### src/hw/hpser_pkg.sv
// Package of offsets, field positions and reset values for the slot event reporting block
package hpser_pkg;
   localparam logic [7:0] INT_LOCATOR_OFS = 8'h18;
   localparam logic [7:0] ERR_LOCATOR_OFS = 8'h1c;
   localparam logic [7:0] CTRL_MASK_OFS = 8'h20;
   localparam logic [7:0] SLOT_CTRL_OFS = 8'h24;
   localparam logic [7:0] CMD_OFS = 8'h14;
   localparam logic [7:0] CMD_STATUS_OFS = 8'h16;
   // Controller event mask register fields
   localparam int ARB_DET_BIT = 17;
   localparam int CMD_DET_BIT = 16;
   localparam int ARB_SERR_MASK_BIT = 3;
   localparam int CMD_INT_MASK_BIT = 2;
   localparam int GLB_SERR_MASK_BIT = 1;
   localparam int GLB_INT_MASK_BIT = 0;
   localparam logic [3:0] CTRL_MASK_RESET = 4'hf;
   // Slot register fields
   localparam int SLOT_SERR_MASK_LO = 29;
   localparam logic [1:0] SLOT_SERR_MASK_RESET = 2'h3;
   localparam int SLOT_INT_MASK_LO = 24;
   localparam logic [4:0] SLOT_INT_MASK_RESET = 5'h1f;
   localparam int SLOT_EVENT_LO = 16;
   localparam int EV_PRESENCE = 0;
   localparam int EV_ISO_FAULT = 1;
   localparam int EV_ATTN = 2;
   localparam int EV_LATCH = 3;
   localparam int EV_CONN_FAULT = 4;
   // Locator fields
   localparam int LOC_SLOT_BIT = 1;
   localparam int LOC_CTRL_BIT = 0;
   // Command execution time in cycles
   localparam int CMD_BUSY_CYCLES = 16;
endpackage

### src/hw/hpser_cap_reg.sv
// Capture register for the card speed capability sampled at power-up or enable
`timescale 1ns/1ns
`default_nettype none
module hpser_cap_reg #(
   parameter int WIDTH = 1
) (
   input wire logic clk_sys,
   input wire logic reset,
   input wire logic capture,
   input wire logic [WIDTH-1:0] dataIn,
   output logic [WIDTH-1:0] dataOut
);
   logic [WIDTH-1:0] hold_ff;
   always_ff @(posedge clk_sys) begin
      if (reset) begin
         hold_ff <= '0;
      end else if (capture) begin
         hold_ff <= dataIn;
      end
   end
   assign dataOut = hold_ff;
endmodule
`default_nettype wire

### src/hw/hpser_event_report.sv
// Event latching, masking and locator logic for one hot-plug slot
//
// Notes on behaviour
// - Slot locator bit on unmasked latched event
// - Slot locator clears when event latches clear
// - Locator bit 0 is unmasked command complete
// - Error locator slot bit from unmasked SERR events
// - Error locator bit 0 is unmasked arbiter time-out
// - Arbiter time-out flag sets regardless of masks
// - Completion flag sets on busy falling edge
// - Nonfatal message needs both masks clear, enable
// - Command interrupt mask bit 2, resets set
// - Global SERR mask bit 1 suppresses errors
// - Global interrupt mask gates interrupt only
// - Slot SERR masks bits 30, 29 for fatal
// - Slot interrupt masks bits 28..24, reset masked
// - Latch power faults and latch sensor changes
// - Attention press latched on rising edge only
// - Presence change latched on any pin change
// - Card capability reported in bits 13:12
// - Presence pin pair reported in bits 11:10
// - 66 MHz capability captured at power-up
// - Live latch, button, fault status bits
// - Indicator states in bits 5:4, 3:2
// - Slot state reported in bits 1:0
// - Busy holds during command; writes ignored
`timescale 1ns/1ns
`default_nettype none
module hpser_event_report
   import hpser_pkg::*;
#(
   parameter int BUSY_CYCLES = hpser_pkg::CMD_BUSY_CYCLES
) (
   input wire logic clk_sys,
   input wire logic reset,
   input wire logic regWrite,
   input wire logic regRead,
   input wire logic [7:0] regAddr,
   input wire logic [31:0] regWdata,
   input wire logic [3:0] regByteEn,
   output logic [31:0] regRdata,
   input wire logic arbTimeout,
   input wire logic connPowerFault,
   input wire logic isoPowerFault,
   input wire logic retentionLatchOpen,
   input wire logic attnButton,
   input wire logic [1:0] presencePins,
   input wire logic [1:0] cardCapability,
   input wire logic card66Capable,
   input wire logic [1:0] attnIndicator,
   input wire logic [1:0] powerIndicator,
   input wire logic [1:0] slotState,
   input wire logic serrEnable,
   input wire logic fatalReportEn,
   input wire logic nonfatalReportEn,
   output logic sysInterrupt,
   output logic errFatalMsg,
   output logic errNonfatalMsg,
   output logic cmdBusy
);
   import hpser_pkg::*;

   // ****************************************************
   // State
   // ****************************************************
   logic arbDet_ff, cmdDet_ff;
   logic [3:0] ctrlMask_ff;
   logic [1:0] slotSerrMask_ff;
   logic [4:0] slotIntMask_ff;
   logic [4:0] slotEvent_ff;
   logic [7:0] cmdCode_ff;
   logic [4:0] cmdSlot_ff;
   logic [$clog2(BUSY_CYCLES+1)-1:0] busyCnt_ff;
   logic busy_ff;
   logic prevLatch_ff, prevAttn_ff;
   logic [1:0] prevPresence_ff;
   logic [31:0] rdata_ff;
   logic fatalPend_ff, nonfatalPend_ff;
   logic [1:0] prevSlotState_ff;
   logic cap66;

   function automatic logic [31:0] wmask(input logic [3:0] be);
      wmask = {{8{be[3]}}, {8{be[2]}}, {8{be[1]}}, {8{be[0]}}};
   endfunction

   // ****************************************************
   // Decode
   // ****************************************************
   wire logic [31:0] bitWr = regWdata & wmask(regByteEn);
   wire logic wrCtrl = regWrite && regAddr == CTRL_MASK_OFS;
   wire logic wrSlot = regWrite && regAddr == SLOT_CTRL_OFS;
   wire logic wrCmd = regWrite && regAddr == CMD_OFS && regByteEn[0];
   wire logic cmdStart = wrCmd && !busy_ff;
   wire logic busyFall = busy_ff && busyCnt_ff == 1;

   // Event detection from the current and previous debounced inputs
   wire logic [4:0] evSet;
   assign evSet[EV_CONN_FAULT] = connPowerFault;
   assign evSet[EV_ISO_FAULT] = isoPowerFault;
   assign evSet[EV_LATCH] = retentionLatchOpen != prevLatch_ff;
   assign evSet[EV_ATTN] = attnButton && !prevAttn_ff;
   assign evSet[EV_PRESENCE] = presencePins != prevPresence_ff;

   // Set wins over a clearing write in the same cycle
   wire logic [4:0] evClr = wrSlot ? bitWr[SLOT_EVENT_LO +: 5] : 5'h00;
   wire logic [4:0] nxt_slotEvent = (slotEvent_ff & ~evClr) | evSet;
   wire logic nxt_arbDet = (arbDet_ff && !(wrCtrl && bitWr[ARB_DET_BIT])) || arbTimeout;
   wire logic nxt_cmdDet = (cmdDet_ff && !(wrCtrl && bitWr[CMD_DET_BIT])) || busyFall;

   // ****************************************************
   // Locators and outgoing requests
   // ****************************************************
   wire logic slotIntPend = |(slotEvent_ff & ~slotIntMask_ff);
   wire logic cmdIntPend = cmdDet_ff && !ctrlMask_ff[CMD_INT_MASK_BIT];
   wire logic [1:0] serrEvents = {slotEvent_ff[EV_CONN_FAULT], slotEvent_ff[EV_LATCH]};
   wire logic slotSerrPend = |(serrEvents & ~slotSerrMask_ff);
   wire logic arbSerrPend = arbDet_ff && !ctrlMask_ff[ARB_SERR_MASK_BIT];
   wire logic [31:0] intLoc = {30'h0, slotIntPend, cmdIntPend};
   wire logic [31:0] errLoc = {30'h0, slotSerrPend, arbSerrPend};
   wire logic glbSerrOk = !ctrlMask_ff[GLB_SERR_MASK_BIT];
   wire logic nxt_fatalPend = slotSerrPend && glbSerrOk && (serrEnable || fatalReportEn);
   wire logic nxt_nonfatalPend = arbSerrPend && glbSerrOk
                                 && (serrEnable || nonfatalReportEn);

   // Interrupt is a level while any locator bit stands and global mask is clear
   assign sysInterrupt = |intLoc && !ctrlMask_ff[GLB_INT_MASK_BIT];
   // Messages are one-cycle pulses on the rising edge of the pending condition
   assign errFatalMsg = nxt_fatalPend && !fatalPend_ff;
   assign errNonfatalMsg = nxt_nonfatalPend && !nonfatalPend_ff;
   assign cmdBusy = busy_ff;

   // ****************************************************
   // Capability capture
   // ****************************************************
   wire logic poweredUp = slotState != prevSlotState_ff && (slotState == 2'h1 || slotState == 2'h2);
   hpser_cap_reg #(.WIDTH(1)) u_cap66 (
      .clk_sys(clk_sys),
      .reset(reset),
      .capture(poweredUp),
      .dataIn(card66Capable),
      .dataOut(cap66)
   );

   wire logic [31:0] slotWord = {1'b0, slotSerrMask_ff, slotIntMask_ff, 3'h0, slotEvent_ff,
                                 2'h0, cardCapability, presencePins, cap66,
                                 retentionLatchOpen, attnButton,
                                 connPowerFault | isoPowerFault,
                                 attnIndicator, powerIndicator, slotState};
   wire logic [31:0] ctrlWord = {14'h0, arbDet_ff, cmdDet_ff, 12'h0, ctrlMask_ff};
   wire logic [31:0] cmdWord = {15'h0, busy_ff, 3'h0, cmdSlot_ff, cmdCode_ff};

   logic [31:0] nxt_rdata;
   always_comb begin
      case (regAddr)
         INT_LOCATOR_OFS: nxt_rdata = intLoc;
         ERR_LOCATOR_OFS: nxt_rdata = errLoc;
         CTRL_MASK_OFS: nxt_rdata = ctrlWord;
         SLOT_CTRL_OFS: nxt_rdata = slotWord;
         CMD_OFS: nxt_rdata = cmdWord;
         default: nxt_rdata = 32'h0;
      endcase
   end
   assign regRdata = rdata_ff;

   // ****************************************************
   // Registers
   // ****************************************************
   always_ff @(posedge clk_sys) begin
      if (reset) begin
         arbDet_ff <= 1'b0;
         cmdDet_ff <= 1'b0;
         slotEvent_ff <= 5'h00;
         fatalPend_ff <= 1'b0;
         nonfatalPend_ff <= 1'b0;
         rdata_ff <= 32'h0;
      end else begin
         arbDet_ff <= nxt_arbDet;
         cmdDet_ff <= nxt_cmdDet;
         slotEvent_ff <= nxt_slotEvent;
         fatalPend_ff <= nxt_fatalPend;
         nonfatalPend_ff <= nxt_nonfatalPend;
         if (regRead) begin
            rdata_ff <= nxt_rdata;
         end
      end
   end

   always_ff @(posedge clk_sys) begin
      if (reset) begin
         ctrlMask_ff <= CTRL_MASK_RESET;
         slotSerrMask_ff <= SLOT_SERR_MASK_RESET;
         slotIntMask_ff <= SLOT_INT_MASK_RESET;
      end else begin
         if (wrCtrl && regByteEn[0]) begin
            ctrlMask_ff <= regWdata[3:0];
         end
         if (wrSlot && regByteEn[3]) begin
            slotSerrMask_ff <= regWdata[SLOT_SERR_MASK_LO +: 2];
            slotIntMask_ff <= regWdata[SLOT_INT_MASK_LO +: 5];
         end
      end
   end

   // Previous-value registers have no reset and track the inputs during reset as well
   always_ff @(posedge clk_sys) begin
      prevLatch_ff <= retentionLatchOpen;
      prevAttn_ff <= attnButton;
      prevPresence_ff <= presencePins;
      prevSlotState_ff <= slotState;
   end

   // Command execution is modelled as a fixed busy time
   always_ff @(posedge clk_sys) begin
      if (reset) begin
         busy_ff <= 1'b0;
         busyCnt_ff <= '0;
         cmdCode_ff <= 8'h00;
         cmdSlot_ff <= 5'h00;
      end else if (cmdStart) begin
         busy_ff <= 1'b1;
         busyCnt_ff <= ($clog2(BUSY_CYCLES+1))'(BUSY_CYCLES);
         cmdCode_ff <= regWdata[7:0];
         if (regByteEn[1]) begin
            cmdSlot_ff <= regWdata[12:8];
         end
      end else if (busy_ff) begin
         busyCnt_ff <= busyCnt_ff - 1'b1;
         busy_ff <= !busyFall;
      end
   end
endmodule
`default_nettype wire

### config.mk
export PLATFORM = sky130hd
export DESIGN_NAME = hpser_event_report
export DESIGN_NICKNAME = d
export VERILOG_FILES = /design/src/hw/hpser_pkg.sv /design/src/hw/hpser_cap_reg.sv /design/src/hw/hpser_event_report.sv
export SDC_FILE = /design/constraint.sdc
export NUM_CORES = 1
export LEC_CHECK = 0
export BUFFER_PORTS_ARGS = -buffer_cell sky130_fd_sc_hd__buf_2
export CORE_ASPECT_RATIO = 1.2
export CORE_UTILIZATION = 30
export DETAILED_ROUTE_END_ITERATION = 10
export PLACE_DENSITY_LB_ADDON = 0.05
export SLEW_MARGIN = 5
export SYNTH_ARGS = -nofsm -noshare
export SYNTH_HDL_FRONTEND = slang
export SYNTH_HIERARCHICAL = 1
export SYNTH_SLANG_ARGS = --single-unit
### constraint.sdc
create_clock -name clk_sys -period 2.9 [get_ports clk_sys]
set_input_delay 0.58 -clock clk_sys [delete_from_list [all_inputs] [get_ports clk_sys]]
set_output_delay 0.58 -clock clk_sys [all_outputs]
set_load 0.02 [all_outputs]
==> run_results.csv, run 1 <==
group,metric,value,unit
timing,clock.fmax,0.456,GHz
worst_setup_path,cp-start-kind,"primary input",
cts,ctsResizeCount,0,
synthesis,seq_area_frac_synth,0.472,
synthesis,yosysWarnings,6,
worst_setup_path,worstPathMaxFanout,15,
pwr,p_per_area,597,nW/µm²
die,rows,40,
die,die_y,113,µm
timing,period_needed,2190,ps
drt,vias,2679,
cts,cts.sinks,72,
cts,cts_tree,"done",
drt,drt_pass1_iterations,6,
placement,dp_hpwl,6370,µm
cts,cts_hold_buf,0,
global_routing,grt_usage,0.172,
synthesis,synth_top_family_by_area,"simple AND/OR/NAND/NOR gates",
timing,setup_tns,0,ps
drt,ant_nets,0,
cts,cts_setup_buffers,0,
synthesis,synthCells,337,
layout,n_antenna_cell,0,
cts,clk-insertion-delay-late,340,ps
worst_setup_path,r2r-end,"cmdBusy",
synthesis,synth_cell_types,47,
layout,area_delta_synth_final,29.7,%
global_routing,grt_max_degree,22,
synthesis,yosysMostFrequentCell,"dfxtp_1",
layout,final_nets,498,
timing,whs,386,ps
cts,clk_pin_slew,60,ps
die,die_w,94.1,µm
die,core-area,9960,µm²
worst_setup_path,r2r_start,"cmdBusy",
synthesis,synth_edf_count,0,
timing,fin_skew,11.3,ps
cts,cts_buffer_depth,2,
drt,route.met2.wl,4040,µm
worst_setup_path,worstRegToRegCells,4,
synthesis,netlist.top_cell.by_area,"dfxtp_1",
synthesis,async_flop_share,0,
global_routing,overflow,0,
die,die_area,10600,µm²
timing,setup_viol,0,
pwr,peakVddDrop,0.294,mV
timing,rsz0062_at_grt,"no",
worst_setup_path,cp-end-kind,"flop",
synthesis,synth_area_per_cell,9.06,µm²
drt,finalWirelength,8400,µm
synthesis,syn_area,3050,µm²
synthesis,synth-compound-area-share,0.189,
die,initial_core_util,0.307,
job,max-cap-violations,0,
drt,vias_per_cell,4.78,
synthesis,synth_commonest_cells,"dfxtp_1 (72), nor2_1 (42), nand2_1 (27)",
timing,finalHoldViolations,0,
cts,cts_buffers,9,
drt,wl_met1,3830,µm
global_routing,grt_pass1_wl,13600,µm
synthesis,synth_area_leaders,"dfxtp_1 (47%), a22oi_1 (5.7%), nor2_1 (5.2%)",
die,io_pins,103,
pwr,total_leakage_power,0.00162,µW
drt,drt_iter0_markers,95,
layout,final_util,0.398,
synthesis,synthAdderAreaFrac,0.00819,
global_routing,grt_pass1_vias,2671,
synthesis,synthXorXnorAreaFrac,0.0172,
placement,routabilityCongestion,0.796,
global_routing,antenna_found_initial,0,
worst_setup_path,path_class,"in -> reg",
timing,report.final.slew_viol_count,0,
synthesis,synthSimpleGateAreaFrac,0.200,
synthesis,synthMuxAreaShare,0.0528,
cts,cts_root_buffer,"clkbuf_16",
worst_setup_path,crit_start,"regAddr[3]",
cts,htree_levels,3,
worst_setup_path,crit_end,"cmdCode_ff[1]",
drt,route.met3.wl,444,µm
synthesis,synth-main-ff-cell,"dfxtp_1",
drt,wl_per_cell,15.0,µm
worst_setup_path,worstPathArrival,2400,ps
placement,placedCellCount,544,
layout,drive_gt1_frac,0.288,
placement,io_buffers,89,
drt,dr.max_layer_used,"met4",
worst_setup_path,r2r_slack,1160,ps
synthesis,synth_top_area_share,0.472,
drt,drc,0,
synthesis,ys_ff_latch,72,
timing,min_period_over_period,0.757,
outcome,status,"finished clean",
worst_hold_path,hold_class,"in -> reg",
worst_setup_path,critical_path_required,3110,ps
layout,fin_cells,560,
[critical path: stages]
cell	delay [ps]
buf_2	160
or4b_1	710
nor4_4	350
buf_4	310
mux2i_1	230
nor2_1	50
[sequential cells by signal, summed over array words and instances (netlist names), 2 cells and up]
signal	flops
regRdata	26
cmdSlot_ff	5
cmdCode_ff	8
slotSerrMask_ff	2
busyCnt_ff	5
prevSlotState_ff	2
slotIntMask_ff	5
prevPresence_ff	2
slotEvent_ff	5
ctrlMask_ff	4
[where the power goes]
part	internal (µW)	switching, µW	leakage, µW
registers	1000	10.0	0.000585
logic	57.1	85.3	0.000878
clock network	779	432	0.000159
total	1840	527	0.00162
[worst min path at each step]
stage	slack [ps]	endpoint	from	depth (start not counted)
2_1_floorplan	440	cmdSlot_ff[0]	cmdSlot_ff[0]	2
3_3_place_gp	450	cmdSlot_ff[3]	cmdSlot_ff[3]	2
3_5_place_dp	450	cmdSlot_ff[2]	cmdSlot_ff[2]	2
4_1_cts	370	prevAttn_ff	attnButton	1
5_1_grt	380	prevLatch_ff	retentionLatchOpen	1
6_report	390	prevLatch_ff	retentionLatchOpen	1
[layout make-up]
type,count,area [µm²]
inverter,10,37.5
clock inverter,6,90.1
timing repair buffer,102,543
sequential,72,1440
clock buffer,10,239
fill,1075,6000
tap,126,158
multi-input combinational,234,1450
[cells in the final DEF (no fill, tap or decap), drive strengths merged, types with 5 or more instances in the layout]
cell    Yosys  routed
buf        13     102
dfxtp      72      72
nor2       43      43
nand2      28      28
a22oi      23      23
a21oi      17      17
mux2i      15      15
nand3      13      13
a22o       12      12
nor3       12      12
o21ai      10      10
inv         9      10
clkbuf     13      10
conb        1       6
nor2b       5       5
o211ai      5       5
[routing by layer]
| layer | vias to the layer above | track usage |
|---|---|---|
| li1 | 1381 | - |
| met1 | 1218 | 0.213 |
| met2 | 74 | 0.275 |
| met3 | 6 | 0.0481 |
| met4 | 0 | 0.0769 |
| met5 | - | 0 |
[stage by stage]
| step | power, µW | cell area (µm²) | setup WS, ps |
|---|---|---|---|
| final | 2370 | 3960 | 705 |
| after global routing | 2460 | 3960 | 593 |
| after CTS | 2410 | 3960 | 700 |
| after detailed placement | 1180 | 3630 | 350 |
| after global placement | 1180 | 3630 | 375 |
| after floorplan | 1100 | 3070 | 735 |
[logic make-up after synthesis]
logic type               Yosys count
flip-flops                        72
XOR/XNOR                           6
AND/OR/NAND/NOR                  122
other                              1
AO/OA/AOI/OAI                     82
buffers and inverters             36
adder cells (fa/ha/maj)            2
multiplexers                      16
(Power assumes the default switching activity.)
==> inputs of run 2 (changes only) <==
- clock period: 2.9 -> 1.9 ns (I/O delays scaled with it)
==> run 2 against run 1 <==
Net effect:
- final area grew 4.5%
- non-clock buffer count up 22
- die area did not move
- worst hold slack worse by 210 ps
- critical endpoint is now sysInterrupt
- highest routed layer unchanged
==> run_results.csv, run 2 (same netlist as run 1, synthesis figures left out) <==
group,metric,value,unit
worst_setup_path,worstPathArrival,1480,ps
drt,vias,2810,
global_routing,grt_pass1_vias,2706,
cts,htree_levels,3,
drt,route.met3.wl,510,µm
drt,ant_nets,0,
timing,min_period_over_period,0.981,
placement,place_ws,-99.3,ps
drt,route.met2.wl,4130,µm
cts,cts_tree,"done",
layout,area_delta_synth_final,35.5,%
layout,final_area,4140,µm²
global_routing,grt_usage,0.178,
die,core-area,9960,µm²
drt,drt_iter0_markers,123,
timing,fin_skew,3.29,ps
die,rows,40,
global_routing,overflow,0,
cts,clk-insertion-delay-late,340,ps
worst_setup_path,cp-start-kind,"flop",
die,die_y,113,µm
pwr,total_leakage_power,0.00171,µW
timing,fin_ws,36.0,ps
layout,drive_gt1_frac,0.333,
worst_setup_path,critical_path_required,1520,ps
cts,cts_buffer_depth,2,
cts,clk_pin_slew,60,ps
drt,wl_per_cell,15.1,µm
pwr,peakVddDrop,0.357,mV
layout,final_cell_mix,"buf_2 (88), dfxtp_1 (70), nor2_1 (42), buf_4 (33), nand2_1 (27)",
layout,n_antenna_cell,0,
outcome,status,"finished clean",
worst_setup_path,worstPathMaxFanout,2,
layout,final_common_cell,"buf_2",
pwr,p_per_area,822,nW/µm²
die,die_area,10600,µm²
drt,finalWirelength,8770,µm
timing,report.final.slew_viol_count,0,
job,max-cap-violations,0,
worst_setup_path,cp-end-kind,"output port",
layout,largest_reg_flops,26,
layout,final_nets,520,
die,die_w,94.1,µm
die,initial_core_util,0.307,
drt,wl_met1,3970,µm
drt,dr.max_layer_used,"met4",
drt,vias_per_cell,4.83,
global_routing,grt_max_degree,31,
worst_setup_path,path_class,"reg -> out",
placement,io_buffers,89,
placement,routabilityCongestion,0.828,
placement,dpl_cell_area,3830,µm²
placement,dp_hpwl,6590,µm
global_routing,grt_pass1_wl,13900,µm
timing,finalHoldViolations,0,
drt,drt_pass1_iterations,4,
timing,setup_viol,0,
layout,fill_cells,1101,
timing,rsz0062_at_grt,"yes",
timing,clock.fmax,0.536,GHz
cts,cts.sinks,72,
drt,drc,0,
cts,cts_root_buffer,"clkbuf_16",
global_routing,antenna_found_initial,0,
worst_hold_path,hold_class,"in -> reg",
cts,cts_buffers,9,
die,io_pins,103,
timing,period_needed,1860,ps
run 2: final timing paths:
| check | slack (ps) | cells past startpoint | to | from |
|---|---|---|---|---|
| worst max-delay path | 40 | 5 | sysInterrupt | slotIntMask_ff[4] |
| worst min-delay path | 180 | 1 | prevAttn_ff | attnButton |
| worst max register to register | 360 | 4 | cmdBusy | busyCnt_ff[0] |
| worst min register to register | 460 | 2 | cmdSlot_ff[1] | cmdSlot_ff[1] |
run 2: cell type report:
class / instances / area (µm²) / share of cell area
clock inverter: 4 / 28.8 / 0.00695
tap: 126 / 158 / 0.0381
sequential: 72 / 1440 / 0.349
clock buffer: 12 / 256 / 0.0620
multi-input combinational: 234 / 1470 / 0.354
timing repair buffer: 124 / 748 / 0.181
inverter: 10 / 37.5 / 0.00907
run 2: worst max-delay path, stage by stage, from the launching register on:
cell	delay, ps
dfxtp_2	330
inv_2	40
a222oi_1	310
buf_4	180
a41oi_2	110
buf_4	180
run 2: timing repair:
item,in CTS,in global routing
pin swaps,2,2
setup endpoints to repair,2,2
gates resized for setup,4,2
hold buffers,0,0
setup buffers,1,0
run 2: routing by layer:
metal,up-vias,global-route usage
li1,1426,-
met1,1286,0.223
met2,87,0.285
met3,11,0.0434
met4,0,0.0831
met5,-,0
run 2: where the power goes:
group          leakage (µW)  internal [µW]  switching [µW]  total (µW)
sequential         0.000584           1530            15.3        1550
clock              0.000135            955             655        1610
combinational      0.000989            109             136         245
run 2: metrics by stage:
stage	TNS, ps	instances	hold WS (ps)	total power, µW	utilization
6_report	0	582	177	3400	0.416
2_1_floorplan	0	342	408	1690	-
3_5_place_dp	-2350	565	449	1830	0.385
4_1_cts	0	582	169	3450	0.415
3_3_place_gp	-2230	565	446	1830	0.385
5_1_grt	-67.6	582	168	3540	0.416
==> inputs of run 3 (changes only) <==
- clock period: 1.9 -> 2.2 ns (I/O delays scaled with it)
==> run 3 against run 2 <==
Net effect:
- count of clock-buffer cells in the layout shrank 2
- combinational power shrank 20%
- sequential cell count is the same
- clock power is essentially flat
- utilization shrank 0.79 points
- total power shrank 8.3%
- largest power group unchanged
- setup slack gained 150 ps
- die area is the same
- critical path depth shrank 1
- first-iteration DRC count shrank 25%
==> run_results.csv, run 3 (same netlist as run 1, synthesis figures left out) <==
group,metric,value,unit
cts,htree_levels,3,
outcome,status,"finished clean",
worst_setup_path,cp-end-kind,"output port",
layout,final_util,0.408,
die,initial_core_util,0.307,
die,io_pins,103,
pwr,total_leakage_power,0.00167,µW
layout,area_delta_synth_final,32.9,%
worst_setup_path,cp-start-kind,"flop",
worst_setup_path,worstPathMaxFanout,2,
cts,ctsResizeCount,0,
worst_setup_path,worstPathArrival,1570,ps
timing,finalHoldViolations,0,
cts,cts_setup_buffers,0,
timing,period_needed,2010,ps
drt,drc,0,
die,die_area,10600,µm²
placement,routabilityCongestion,0.819,
timing,setup_viol,0,
die,core-area,9960,µm²
cts,clk-insertion-delay-late,340,ps
worst_setup_path,slowest_delay,440,ps
worst_setup_path,critical_path_required,1760,ps
timing,rsz0062_at_grt,"no",
cts,clk_pin_slew,60,ps
timing,clock.fmax,0.497,GHz
placement,dp_hpwl,6540,µm
worst_setup_path,path_class,"reg -> out",
pwr,p_per_area,768,nW/µm²
timing,max_slew.worst_pin.slew,545,ps
global_routing,grt_max_degree,38,
placement,io_buffers,89,
layout,drive_gt1_frac,0.303,
cts,cts_hold_buf,0,
worst_setup_path,crit_chain,"inv_1 > a222oi_1 > a41oi_1 > buf_2",
layout,fill_cells,1056,
placement,placedCellCount,555,
timing,min_period_over_period,0.914,
layout,final_nets,509,
cts,cts_buffer_depth,2,
cts,cts_tree,"done",
layout,final_cell_mix,"buf_2 (89), dfxtp_1 (72), nor2_1 (42), nand2_1 (27), a22oi_1 (23)",
drt,vias,2725,
global_routing,grt_pass1_vias,2751,
die,rows,40,
worst_setup_path,crit_buf_inv,2,
timing,max-slew-margin-rel,0.636,
layout,final_common_cell,"buf_2",
cts,cts_root_buffer,"clkbuf_16",
die,die_y,113,µm
timing,report.final.slew_viol_count,0,
timing,fin_skew,4.00,ps
drt,drt_iter0_markers,92,
pwr,peakVddDrop,0.388,mV
drt,drt_pass1_iterations,6,
global_routing,antenna_found_initial,0,
pwr,finalPower,3120,µW
cts,cts.sinks,72,
drt,vias_per_cell,4.77,
drt,ant_nets,0,
worst_setup_path,crit_slowest_cell,"a222oi_1",
worst_setup_path,cp_top_family,"compound AO/OA/AOI/OAI gates",
drt,finalWirelength,8610,µm
job,max-cap-violations,0,
global_routing,grt_pass1_wl,14000,µm
global_routing,overflow,0,
layout,n_antenna_cell,0,
cts,cts_buffers,9,
drt,wl_per_cell,15.1,µm
die,die_w,94.1,µm
worst_hold_path,hold_class,"in -> reg",
layout,fin_cells,571,
layout,largest_reg_flops,26,
global_routing,grt_usage,0.177,
-- run 3: changes by cell type in the layout (fill, tap and decap cells not counted), sizes merged --
cell	previous run	this run
clkbuf	12	10
buf	124	113
clkinv	3	2
bufinv	0	2
inv	9	10
-- run 3: final cells by class --
class                   instances  area (µm²)  share of cell area
clock buffers                  10         229              0.0564
well taps                     126         158              0.0388
clock inverters                 6        92.6              0.0228
flip-flops and latches         72        1440               0.355
repair buffers                113         651               0.160
inverters                      10        37.5             0.00925
multi-input cells             234        1450               0.357
-- run 3: where the power goes --
| group | leakage [µW] | switching, µW | internal, µW | total (µW) |
|---|---|---|---|---|
| logic | 0.000938 | 114 | 83.0 | 197 |
| registers | 0.000585 | 12.7 | 1320 | 1330 |
| clock network | 0.000149 | 588 | 999 | 1590 |
-- run 3: metrics by stage --
| stage | hold WS [ps] | worst slack, ps | setup TNS [ps] | area, µm² |
|---|---|---|---|---|
| 3_5_place_dp | 451 | -32.3 | -303 | 3740 |
| 6_report | 243 | 188 | 0 | 4060 |
| 5_1_grt | 242 | 52.4 | 0 | 4060 |
| 2_1_floorplan | 437 | 175 | 0 | 3070 |
| 3_3_place_gp | 446 | -36.3 | -334 | 3740 |
| 4_1_cts | 233 | 132 | 0 | 4060 |
-- run 3: worst paths after layout --
path | slack [ps] | startpoint | depth (start not counted) | to
hold / removal | 240 | retentionLatchOpen | 1 | prevLatch_ff
setup / recovery | 190 | slotIntMask_ff[4] | 4 | sysInterrupt
hold reg to reg | 460 | cmdSlot_ff[3] | 2 | cmdSlot_ff[3]
setup reg to reg | 690 | slotIntMask_ff[4] | 5 | regRdata[1]
-- run 3: metal layers --
metal	up-vias	wire, µm	GRT usage
met5	-	0	0
li1	1403	-	-
met3	10	456	0.0427
met4	0	146	0.0749
met2	79	3980	0.281
met1	1233	4030	0.226
-- run 3: worst register-to-register path, stage by stage (launching register included) --
cell and delay [ps]:
dfxtp_1 320, inv_1 60, a222oi_1 440, a31oi_1 160, a311oi_1 290, a221oi_1 120
